[src/design/dcsf_map.svh]
`ifndef DCSF_MAP_SVH
`define DCSF_MAP_SVH
// ----------------------------------------
// Register offsets
// ----------------------------------------
`define DCSF_OFF_LIVE_ONE 8'hd2
`define DCSF_OFF_LOG_ONE 8'hd3
`define DCSF_OFF_LIVE_TWO 8'hd6
`define DCSF_OFF_LOG_TWO 8'hd7
`define DCSF_OFF_RES_FIRST 8'hd8
`define DCSF_OFF_RES_LAST 8'he3
// ----------------------------------------
// Field positions
// ----------------------------------------
`define DCSF_BIT_SWITCH_ON 7
`define DCSF_BIT_GEN_PIN 6
`define DCSF_BIT_SHORT 5
`define DCSF_BIT_ACTIVE 4
`define DCSF_BIT_POWER_BAD 3
`define DCSF_BIT_OVERCURRENT 2
`define DCSF_BIT_UNDERVOLT 1
`define DCSF_BIT_OVERVOLT 0
`define DCSF_RES_LO_POS 6
`define DCSF_RES_HI_MASK 10'h3fc
`define DCSF_RES_LO_MASK 10'h003
`define DCSF_RES_ALL_MASK 10'h3ff
// ----------------------------------------
// Sizes, codes and reset values
// ----------------------------------------
`define DCSF_RES_CHANNELS 6
`define DCSF_SHUNT_CODE_ONE 3'h4
`define DCSF_SHUNT_CODE_TWO 3'h5
`define DCSF_SHORT_LIMIT 10'h001
`define DCSF_ARM_CYCLES 2'h3
`define DCSF_RESET_BYTE 8'h00
`define DCSF_RESET_LOG 6'h00
`endif

[src/design/dcsf_pkg.sv]
`default_nettype none
package dcsf_pkg;
	typedef logic [7:0] dcsf_byte_t;
	typedef logic [9:0] dcsf_result_t;
	typedef logic [2:0] dcsf_code_t;
	typedef logic [5:0] dcsf_log_t;
	// One bit per channel for every pin level
	typedef struct packed {
		logic [1:0] genPin, actN, pGood, lowLim, highLim, overCur;
	} dcsf_pins_t;
endpackage
`default_nettype wire

[src/design/dcsf_regs.sv]
`include "dcsf_map.svh"
`default_nettype none
module dcsf_regs import dcsf_pkg::*; #(
	parameter dcsf_result_t SHORT_LIMIT = `DCSF_SHORT_LIMIT
) (
	input wire logic core_clk,
	input wire logic rst_n,
	input wire logic [7:0] regAddr,
	input wire logic regWr,
	input wire logic regRd,
	input wire logic [7:0] regWrData,
	output logic [7:0] regRdData,
	input wire logic [1:0] passSwitchOn,
	input wire logic generalPinOne,
	input wire logic generalPinTwo,
	input wire logic [1:0] activateN,
	input wire logic [1:0] powerGoodFeedback,
	input wire logic [1:0] inputLowLimitPin,
	input wire logic [1:0] inputHighLimitPin,
	input wire logic [1:0] overcurrentPin,
	input wire logic [5:0] alertEnableOne,
	input wire logic [5:0] alertEnableTwo,
	input wire logic convHalt,
	input wire logic convSingleReq,
	input wire logic [2:0] convSingleSel,
	input wire logic convResValid,
	input wire logic [2:0] convResChan,
	input wire logic [9:0] convResData,
	output logic convFreeRun,
	output logic convSingleGo,
	output logic [2:0] convSingleChan,
	output logic hostAlert
);
	// ----------------------------------------
	// State
	// ----------------------------------------
	typedef struct packed {
		dcsf_pins_t prevPins;
		logic [1:0] armCnt;
		logic [1:0] shortDet;
		dcsf_log_t logOne;
		dcsf_log_t logTwo;
		dcsf_byte_t rdData;
		logic rdFromMem;
		logic rdLow;
		logic alert;
		logic freeRun;
		logic singleGo;
		dcsf_code_t singleChan;
		logic [2:0] rdIdx;
	} dcsf_state_t;
	dcsf_state_t st_r;
	dcsf_state_t st_nxt;

	dcsf_pins_t rawPins;
	dcsf_pins_t pins;
	logic armed;
	logic [1:0] shuntHit;
	logic [1:0] shuntSeen;
	dcsf_log_t evOne;
	dcsf_log_t evTwo;
	dcsf_byte_t liveOne;
	dcsf_byte_t liveTwo;
	logic inResult;
	logic [7:0] resOffset;
	logic [2:0] resIdx;
	logic memWe;
	logic [2:0] memWrAddr;
	dcsf_result_t memWrData;
	dcsf_result_t memWrMask;
	dcsf_result_t memQ;
	logic [2:0] memRdAddr;

	// ----------------------------------------
	// Pin synchronisers
	// ----------------------------------------
	always_comb begin
		rawPins.genPin = {generalPinTwo, generalPinOne};
		rawPins.actN = activateN;
		rawPins.pGood = powerGoodFeedback;
		rawPins.lowLim = inputLowLimitPin;
		rawPins.highLim = inputHighLimitPin;
		rawPins.overCur = overcurrentPin;
	end

	dcsf_sync #(
		.WIDTH($bits(dcsf_pins_t))
	) u_pinSync (
		.core_clk(core_clk),
		.rst_n(rst_n),
		.asyncIn(rawPins),
		.syncOut(pins)
	);

	// ----------------------------------------
	// Live state and events
	// ----------------------------------------
	function automatic dcsf_byte_t liveByte(input dcsf_pins_t p, input logic sw, input logic sh, input int c);
		dcsf_byte_t b;
		b = `DCSF_RESET_BYTE;
		b[`DCSF_BIT_SWITCH_ON] = sw;
		b[`DCSF_BIT_GEN_PIN] = p.genPin[c];
		b[`DCSF_BIT_SHORT] = sh;
		b[`DCSF_BIT_ACTIVE] = ~p.actN[c];
		b[`DCSF_BIT_POWER_BAD] = ~p.pGood[c];
		b[`DCSF_BIT_OVERCURRENT] = p.overCur[c];
		b[`DCSF_BIT_UNDERVOLT] = ~p.lowLim[c];
		b[`DCSF_BIT_OVERVOLT] = p.highLim[c];
		return b;
	endfunction

	// Edges are ignored until the synchronisers hold real pin levels
	function automatic dcsf_log_t edgeEvents(input dcsf_pins_t p, input dcsf_pins_t q, input logic hit, input int c,
			input logic arm);
		dcsf_log_t e;
		e = `DCSF_RESET_LOG;
		e[`DCSF_BIT_SHORT] = hit;
		e[`DCSF_BIT_ACTIVE] = arm & (p.actN[c] ^ q.actN[c]);
		e[`DCSF_BIT_POWER_BAD] = arm & q.pGood[c] & ~p.pGood[c];
		e[`DCSF_BIT_OVERCURRENT] = arm & p.overCur[c] & ~q.overCur[c];
		e[`DCSF_BIT_UNDERVOLT] = arm & q.lowLim[c] & ~p.lowLim[c];
		e[`DCSF_BIT_OVERVOLT] = arm & p.highLim[c] & ~q.highLim[c];
		return e;
	endfunction

	assign armed = (st_r.armCnt == `DCSF_ARM_CYCLES);
	assign shuntSeen[0] = convResValid && (convResChan == `DCSF_SHUNT_CODE_ONE);
	assign shuntSeen[1] = convResValid && (convResChan == `DCSF_SHUNT_CODE_TWO);
	// Short check uses the switch state at the moment the reading lands
	assign shuntHit[0] = shuntSeen[0] && (convResData > SHORT_LIMIT) && !passSwitchOn[0];
	assign shuntHit[1] = shuntSeen[1] && (convResData > SHORT_LIMIT) && !passSwitchOn[1];
	assign liveOne = liveByte(pins, passSwitchOn[0], st_r.shortDet[0], 0);
	assign liveTwo = liveByte(pins, passSwitchOn[1], st_r.shortDet[1], 1);
	assign evOne = edgeEvents(pins, st_r.prevPins, shuntHit[0], 0, armed);
	assign evTwo = edgeEvents(pins, st_r.prevPins, shuntHit[1], 1, armed);

	// ----------------------------------------
	// Converter result storage
	// ----------------------------------------
	assign resOffset = regAddr - `DCSF_OFF_RES_FIRST;
	assign inResult = (regAddr >= `DCSF_OFF_RES_FIRST) && (regAddr <= `DCSF_OFF_RES_LAST);
	assign resIdx = resOffset[3:1];
	// Held index keeps a result read standing after the address moves on
	assign memRdAddr = regRd ? resIdx : st_r.rdIdx;

	// Converter wins a collision; host writes only land while halted
	always_comb begin
		memWe = 1'b0;
		memWrAddr = convResChan;
		memWrData = convResData;
		memWrMask = `DCSF_RES_ALL_MASK;
		if (convResValid) begin
			memWe = 1'b1;
		end else if (regWr && inResult && convHalt) begin
			memWe = 1'b1;
			memWrAddr = resIdx;
			if (regAddr[0]) begin
				memWrData = {8'h00, regWrData[7:6]};
				memWrMask = `DCSF_RES_LO_MASK;
			end else begin
				memWrData = {regWrData, 2'h0};
				memWrMask = `DCSF_RES_HI_MASK;
			end
		end
	end

	dcsf_result_mem #(
		.DEPTH(`DCSF_RES_CHANNELS),
		.WIDTH($bits(dcsf_result_t))
	) u_resMem (
		.core_clk(core_clk),
		.rst_n(rst_n),
		.wrEn(memWe),
		.wrAddr(memWrAddr),
		.wrData(memWrData),
		.wrMask(memWrMask),
		.rdAddr(memRdAddr),
		.rdData(memQ)
	);

	// ----------------------------------------
	// Next state
	// ----------------------------------------
	always_comb begin
		st_nxt = st_r;
		st_nxt.prevPins = pins;
		if (!armed) begin
			st_nxt.armCnt = st_r.armCnt + 2'h1;
		end
		for (int c = 0; c < 2; c++) begin
			if (shuntSeen[c]) begin
				st_nxt.shortDet[c] = shuntHit[c];
			end
		end
		// Writing one keeps a bit, zero clears it; a new event still wins
		if (regWr && regAddr == `DCSF_OFF_LOG_ONE) begin
			st_nxt.logOne = (st_r.logOne & regWrData[5:0]) | evOne;
		end else begin
			st_nxt.logOne = st_r.logOne | evOne;
		end
		if (regWr && regAddr == `DCSF_OFF_LOG_TWO) begin
			st_nxt.logTwo = (st_r.logTwo & regWrData[5:0]) | evTwo;
		end else begin
			st_nxt.logTwo = st_r.logTwo | evTwo;
		end
		if (regRd) begin
			st_nxt.rdFromMem = inResult;
			st_nxt.rdLow = regAddr[0];
			st_nxt.rdIdx = resIdx;
			unique case (regAddr)
				`DCSF_OFF_LIVE_ONE: st_nxt.rdData = liveOne;
				`DCSF_OFF_LOG_ONE: st_nxt.rdData = {2'h0, st_r.logOne};
				`DCSF_OFF_LIVE_TWO: st_nxt.rdData = liveTwo;
				`DCSF_OFF_LOG_TWO: st_nxt.rdData = {2'h0, st_r.logTwo};
				default: st_nxt.rdData = `DCSF_RESET_BYTE;
			endcase
		end
		st_nxt.alert = |((st_nxt.logOne & alertEnableOne) | (st_nxt.logTwo & alertEnableTwo));
		st_nxt.freeRun = !convHalt;
		st_nxt.singleGo = convHalt && convSingleReq;
		if (convHalt && convSingleReq) begin
			st_nxt.singleChan = convSingleSel;
		end
	end

	always_ff @(posedge core_clk or negedge rst_n) begin
		if (!rst_n) begin
			st_r <= '0;
		end else begin
			st_r <= st_nxt;
		end
	end

	// ----------------------------------------
	// Outputs
	// ----------------------------------------
	always_comb begin
		if (!st_r.rdFromMem) begin
			regRdData = st_r.rdData;
		end else if (st_r.rdLow) begin
			regRdData = {memQ[1:0], 6'h00};
		end else begin
			regRdData = memQ[9:2];
		end
	end

	assign hostAlert = st_r.alert;
	assign convFreeRun = st_r.freeRun;
	assign convSingleGo = st_r.singleGo;
	assign convSingleChan = st_r.singleChan;
endmodule
`default_nettype wire

[src/design/dcsf_sync.sv]
`default_nettype none
module dcsf_sync import dcsf_pkg::*; #(
	parameter int WIDTH = 12
) (
	input wire logic core_clk,
	input wire logic rst_n,
	input wire logic [WIDTH-1:0] asyncIn,
	output logic [WIDTH-1:0] syncOut
);
	typedef struct packed {
		logic [WIDTH-1:0] first;
		logic [WIDTH-1:0] second;
	} dcsf_sync_state_t;
	dcsf_sync_state_t st_r;
	dcsf_sync_state_t st_nxt;

	always_comb begin
		st_nxt = st_r;
		st_nxt.first = asyncIn;
		st_nxt.second = st_r.first;
	end

	always_ff @(posedge core_clk or negedge rst_n) begin
		if (!rst_n) begin
			st_r <= '0;
		end else begin
			st_r <= st_nxt;
		end
	end

	assign syncOut = st_r.second;
endmodule
`default_nettype wire

[src/design/dcsf_result_mem.sv]
`default_nettype none
module dcsf_result_mem import dcsf_pkg::*; #(
	parameter int DEPTH = 6,
	parameter int WIDTH = 10
) (
	input wire logic core_clk,
	input wire logic rst_n,
	input wire logic wrEn,
	input wire logic [2:0] wrAddr,
	input wire logic [WIDTH-1:0] wrData,
	input wire logic [WIDTH-1:0] wrMask,
	input wire logic [2:0] rdAddr,
	output logic [WIDTH-1:0] rdData
);
	typedef struct packed {
		logic [DEPTH-1:0][WIDTH-1:0] words;
		logic [WIDTH-1:0] q;
	} dcsf_mem_state_t;
	dcsf_mem_state_t st_r;
	dcsf_mem_state_t st_nxt;

	// Read returns the word as it stood before a same-cycle write
	always_comb begin
		st_nxt = st_r;
		st_nxt.q = (int'(rdAddr) < DEPTH) ? st_r.words[rdAddr] : '0;
		if (wrEn && int'(wrAddr) < DEPTH) begin
			st_nxt.words[wrAddr] = (st_r.words[wrAddr] & ~wrMask) | (wrData & wrMask);
		end
	end

	always_ff @(posedge core_clk or negedge rst_n) begin
		if (!rst_n) begin
			st_r <= '0;
		end else begin
			st_r <= st_nxt;
		end
	end

	assign rdData = st_r.q;
endmodule
`default_nettype wire

[config.mk]
export PLATFORM = sky130hd
export DESIGN_NAME = dcsf_regs
export DESIGN_NICKNAME = d
export VERILOG_FILES = /design/src/design/dcsf_pkg.sv /design/src/design/dcsf_regs.sv /design/src/design/dcsf_sync.sv /design/src/design/dcsf_result_mem.sv
export VERILOG_INCLUDE_DIRS = /design/src /design/src/design
export SDC_FILE = /design/constraint.sdc
export NUM_CORES = 1
export LEC_CHECK = 0
export ABC_AREA = 1
export BUFFER_PORTS_ARGS = -buffer_cell sky130_fd_sc_hd__clkbuf_2
export CELL_PAD_IN_SITES_DETAIL_PLACEMENT = 1
export CELL_PAD_IN_SITES_GLOBAL_PLACEMENT = 1
export CORE_MARGIN = 2
export CORE_UTILIZATION = 29
export DETAILED_ROUTE_END_ITERATION = 8
export GPL_TIMING_DRIVEN = 0
export PLACE_DENSITY_LB_ADDON = 0.1
export SYNTH_ARGS = -nofsm -noshare
export SYNTH_HDL_FRONTEND = slang
export SYNTH_SLANG_ARGS = --single-unit
[constraint.sdc]
create_clock -name core_clk -period 1.94 [get_ports core_clk]
set_input_delay 0.097 -clock core_clk [delete_from_list [all_inputs] [get_ports core_clk]]
set_output_delay 0.097 -clock core_clk [all_outputs]
set_load 0.005 [all_outputs]
Word-level counts from Yosys, hierarchy flattened
Index checks and enable logic that the tools add are counted.
- add/sub/neg operators: 2
- $lt $le $gt $ge: 8
- equal/unequal tests: 7
- multiplexer cells: 24
- bitwise logic cells: 43
- reductions and logical operators: 18
- operators by type and width (cell ; count):
    $mux W10 ; 10
    $bmux W10 S3 ; 2
    $bwmux W60 ; 1
    $eq A8 B8 Y1 const B ; 4
    $pmux W8 S4 ; 1
    $demux W10 S3 ; 1
    $or A6 B6 Y6 ; 5
    $and A6 B6 Y6 ; 4
    $and A10 B10 Y10 ; 2
    $and A1 B1 Y1 ; 18
    $mux W8 ; 2
    $logic_and A1 B1 Y1 ; 14
    $mux W6 ; 2
    $gt A10 B1 Y1 const B ; 1
    $not A1 Y1 ; 10
    $not A10 Y10 ; 1
    $or A10 B10 Y10 ; 1
    $mux W3 ; 3
    $ge A8 B8 Y1 const B ; 1
    $le A8 B8 Y1 const B ; 1
    $lt A3 B4 Y1 const B ; 2
    $eq A3 B3 Y1 const B ; 2
    $lt A3 B3 Y1 const B ; 2
    $reduce_or A6 Y1 ; 1
    other kinds (7) ; 11
- register bits: 139
- bits of input ports: 65
- output and inout bits: 14
- word-level logic and storage cells: 129

Logic depth before layout (Yosys ltp)
- depth in word-level cells: 11
- mapped depth: 15
- gate-level depth less buffers: 14

Hierarchy
From an unflattened synthesis, not the netlist that was laid out.
- cell total of the unflattened synthesis: 954
- area total of the unflattened synthesis: 7254.5 um2
- modules (own cells, without submodules) (module ; instances ; cells each ; area an instance (um2) ; seq. area each (um2)):
    dcsf_result_mem ; 1 ; 602 ; 4113.9 ; 1751.7
    dcsf_regs ; 1 ; 328 ; 2539.9 ; 1126.1
    dcsf_sync ; 1 ; 24 ; 600.6 ; 600.6

Least setup slack after synthesis
OpenSTA, ideal clock, no wires.
- kind: input to register
- from: input port regAddr[6]
- to: register u_resMem.st_r[10] (netlist bit)
- library setup time: 0.065 ns
- arrival time: 1.352 ns
- data required time: 1.875 ns
- setup slack: 0.523 ns
- cell stages on the path: 15
- buffers on the path: 1
- path through: nand2_1 > inv_1 > nand3_1 > nand2_4 > nand3_4 > nand2_2 > nand2_2 > nor2_2 > buf_4 > nand3_1 > nand3_1 > nand2_1 > nand2_2 > nand2_1 > nand2_1
- longest elaborated chain between the ends: 11
- elaborated cells between the ends (all ways): 27
- those cells by class: order compare (5); mux (13); bitwise (4); reduce/logical (5)
- RTL lines (item ; line ; source):
    from (decl) ; dcsf_regs.sv:8 ; input wire logic [7:0] regAddr,
    $ge A8 B8 Y1 (no source line) or $le A8 B8 Y1 (tied branches) ; n/a ;
    $logic_and A1 B1 Y1 * ; dcsf_regs.sv:141 ; assign inResult = (regAddr >= `DCSF_OFF_RES_FIRST) && (regAddr <= `DCSF_OFF_RES_LAST);
    $logic_and A1 B1 Y1 * (2 in a row) ; dcsf_regs.sv:154 ; end else if (regWr && inResult && convHalt) begin
    $mux W3 ; dcsf_regs.sv:154 ;
    $mux W3 ; dcsf_regs.sv:152 ; if (convResValid) begin
    $lt A3 B4 Y1 (not written as such), or another cell as far along ; dcsf_result_mem.sv:27 ; st_nxt.words[wrAddr] = (st_r.words[wrAddr] & ~wrMask) | (wrData & wrMask);
    $logic_and A1 B1 Y1 (not written as such) or $mux W10 (tied branches) ; dcsf_result_mem.sv:27 ;
    $mux W10 (not written as such) or $and A10 B10 Y10 (tied branches) ; dcsf_result_mem.sv:27 ;
    $demux W10 S3 or $or A10 B10 Y10 (tied branches) ; n/a ;
    $bwmux W60 ; dcsf_result_mem.sv:27 ;
    to (signal assigned) ; dcsf_result_mem.sv:35 ; st_r <= st_nxt;
    to (decl) ; dcsf_result_mem.sv:19 ; dcsf_mem_state_t st_r;
Mark *: on every way between the ends. The rest lies on a longest branch, timed or not. The select of a mux whose other input is x is not followed.
A chain may end at the register's enable or synchronous reset.

==> out/metrics.csv <==
metric,value,unit
status,finished clean,
largest net degree at the start of global routing,88,
Power Density,963,mW/mm2
crit-path cells,o21ai_4 -> inv_1 -> clkbuf_2 -> buf_2 -> o21ai_1 -> o21ai_1 -> o32ai_1,
Crit. End Element,flip-flop,
worst path bufs/invs,3,
Synth top area share,51.7,%
total track usage,21.4,%
"Req. time, crit path",2230,ps
vias in the first global route,6418,
routability-driven placement congestion ratio,0.866,
Cell variety after synth,32,
RSZ-0062 raised after global routing,false,
Final Max Tran Viols,0,
crit path time final,1820,ps
worst-case clock skew,19.2,ps
Post-synth EDFFs,0,
final hold vios,0,
share of layout cells above drive strength 1,17.4,%
Synthesized Nets,937,
# clock sinks,139,
gr ovfl total,0,
Die W,156,um
Reg-to-Reg Start,st_r[0]$_DFF_PN0_,
Crit path max-delay family,compound AO/OA/AOI/OAI gates,
n_diodes,0,
post-CTS setup buffer count,0,
largest cells by area after synthesis,"dfrtp_1 52%, nand2_1 19%, inv_1 5.5%",
Max IR drop VDD,0.000513,V
chip height,156,um
Worst-Skew Late Latency,440,ps
Worst Hold End,st_r[21]$_DFF_PN0_,
Max Cap Viol,0,
startpoint class of the critical path,flip-flop,
Synth Warn #,0,
Final nets,1070,
cell mode on critical path,o21ai_1,
Synth Register Bits,139,
Worst Reg-to-Reg Cells,7,
post-DR vias/cell,4.72,
worst-path fanout max,10,
Placed Area,0.00751,mm2
Synth async-reset ratio,100,%
mean area per synthesized cell,7.72,um2
antenna violations before repair,0,
leading area contributor after synthesis,dfrtp_1,
core area,0.0227,mm2
R2R setup slack,120,ps
Mapped Cells,871,
final instance area,0.00853,mm2
clock slew at reported path FFs,70,ps
final antenna-violating net count,0,
First-pass DRT Iterations,4,
first-pass GRT wire length,38500,um
I/O Buffers,78,
setup_tns,0,ps
Rel. slew slack,58.4,%
hold-critical path depth,3,
Clock Path Buffers,2,
period utilization,94.0,%
CTS root buf,clkbuf_16,
Core Rows,55,
Routed WL,24900,um
Layout area overhead,26.8,%
Slew @ Worst Pin,623,ps
slowest CP cell,dfrtp_1,
worst hold path type,in -> reg,
Leak,4.30,nW
# setup viols final,0,
H-tree lvl count,4,
"Seq/Total Area, Yosys",51.7,%
f_max,548,MHz
Crit Path Class,reg -> reg,
Via Count,6143,
total CTS buffers,17,
post-synthesis instance area,0.00673,mm2
WP data arrival,2120,ps
WL per Instance,19.1,um
hold_sp,regWrData[2],
Starting Density,29.6,%
die footprint,0.0244,mm2
# DRC,0,
R2R Path End,u_resMem.rdData[9]$_DFF_PN0_,
TritonCTS clock tree,yes,
ys flop type,dfrtp_1,
CP max stage delay,400,ps
I/O Pins,79,
DPL Wire Length,18100,um
initial drt markers,391,
==> report_power, final <==
group          switching (mW)  total, mW  internal [mW]
Clock                    1.50       3.34           1.84
Sequential              0.265       3.53           3.26
Combinational           0.860       1.35          0.490
Total                    2.62       8.22           5.60
==> per-layer routing <==
metal / wire length (um) / vias up / global-route usage [%]
met4: 257 / 0 / 5.64
met2: 11900 / 86 / 35.1
met3: 903 / 14 / 3.74
met1: 11800 / 3027 / 29.4
li1: - / 3016 / -
met5: 0 / - / 0
==> how the worst max path moves through the flow <==
stage                                  from                            end  slack, ps  cells past startpoint
final                     st_r[0]$_DFF_PN0_   u_resMem.rdData[9]$_DFF_PN0_        120                      7
after global routing      st_r[0]$_DFF_PN0_   u_resMem.rdData[5]$_DFF_PN0_          3                      7
after CTS                 st_r[0]$_DFF_PN0_   u_resMem.rdData[9]$_DFF_PN0_          2                      7
after detailed placement  st_r[0]$_DFF_PN0_   u_resMem.rdData[0]$_DFF_PN0_       -280                      7
after global placement                rst_n  u_resMem.st_r[36]$_DFFE_PN0P_      -1800                      1
after floorplan                  regAddr[6]  u_resMem.st_r[10]$_DFFE_PN0P_        520                     15
==> sequential cells by signal, indices dropped and copies added, names as in the netlist, 3 cells and up <==
signal,cells
convSingleChan,3
st_r,37
u_pinSync.st_nxt,12
u_pinSync.syncOut,12
u_resMem.rdData,10
u_resMem.st_r,60
==> per-stage QoR <==
stage	util [%]	instances	hold slack [ps]	power, mW	setup slack [ps]
final	37.6	1302	26.0	8.22	117
after global routing	37.6	1302	38.8	8.68	3.42
after CTS	37.4	1302	8.27	8.32	2.25
after global placement	32.9	1234	205	4.81	-1800
after detailed placement	33.1	1235	91.7	4.84	-281
after floorplan	-	871	-199	4.24	523
==> what timing repair did <==
action / CTS / global route
endpoints found under the setup margin: 11 / 20
hold endpoints to repair: 75 / 0
hold buffers: 36 / 0
gates resized for setup: 10 / 17
==> logic make-up (layout without fill, tap and decap cells) <==
kind of cell | after synthesis | count (layout) | share of synthesized area (%)
flip-flops | 139 | 139 | 51.7
XOR/XNOR | 3 | 3 | 0.391
adder cells (fa/ha/maj) | 1 | 1 | 0.186
AO/OA/AOI/OAI | 115 | 115 | 9.97
AND/OR/NAND/NOR | 471 | 471 | 29.2
buffers and inverters | 142 | 288 | 8.54
==> placed cells by master, fill, tap and decap left out, types with 7 or more instances in the layout <==
cell type,count
nor2_2,7
nand2_2,13
nand3_1,55
nand2_1,335
inv_2,8
o21ai_0,60
nor2_1,43
a22oi_1,10
clkbuf_16,17
o21ai_1,11
buf_2,16
a21oi_1,12
inv_1,99
clkbuf_2,79
dfrtp_1,139
o32ai_1,7
dlygate4sd3_1,36
==> Yosys cell counts, types with 6 or more instances <==
| cell | number |
|---|---|
| a21oi_1 | 12 |
| a22oi_1 | 10 |
| buf_2 | 15 |
| buf_4 | 6 |
| clkbuf_1 | 10 |
| dfrtp_1 | 139 |
| inv_1 | 99 |
| inv_2 | 8 |
| nand2_1 | 336 |
| nand2_2 | 13 |
| nand3_1 | 55 |
| nand4_1 | 6 |
| nor2_1 | 43 |
| nor2_2 | 7 |
| o21ai_0 | 70 |
| o32ai_1 | 10 |
==> cell type report <==
type,count,area (um2)
plain buffers,31,165
clock buffers,17,425
clock inverters,15,180
fillers,2783,14200
inverters,110,417
multi-input cells,590,2720
flip-flops and latches,139,3480
well taps,285,357
repair buffers,115,787
==> worst min-delay path: cells and delay by family <==
kind / cells / cell delay (ps)
compound gates: 2 / 200
buf+inv: 1 / 110
Power figures use the tool's default switching activity.
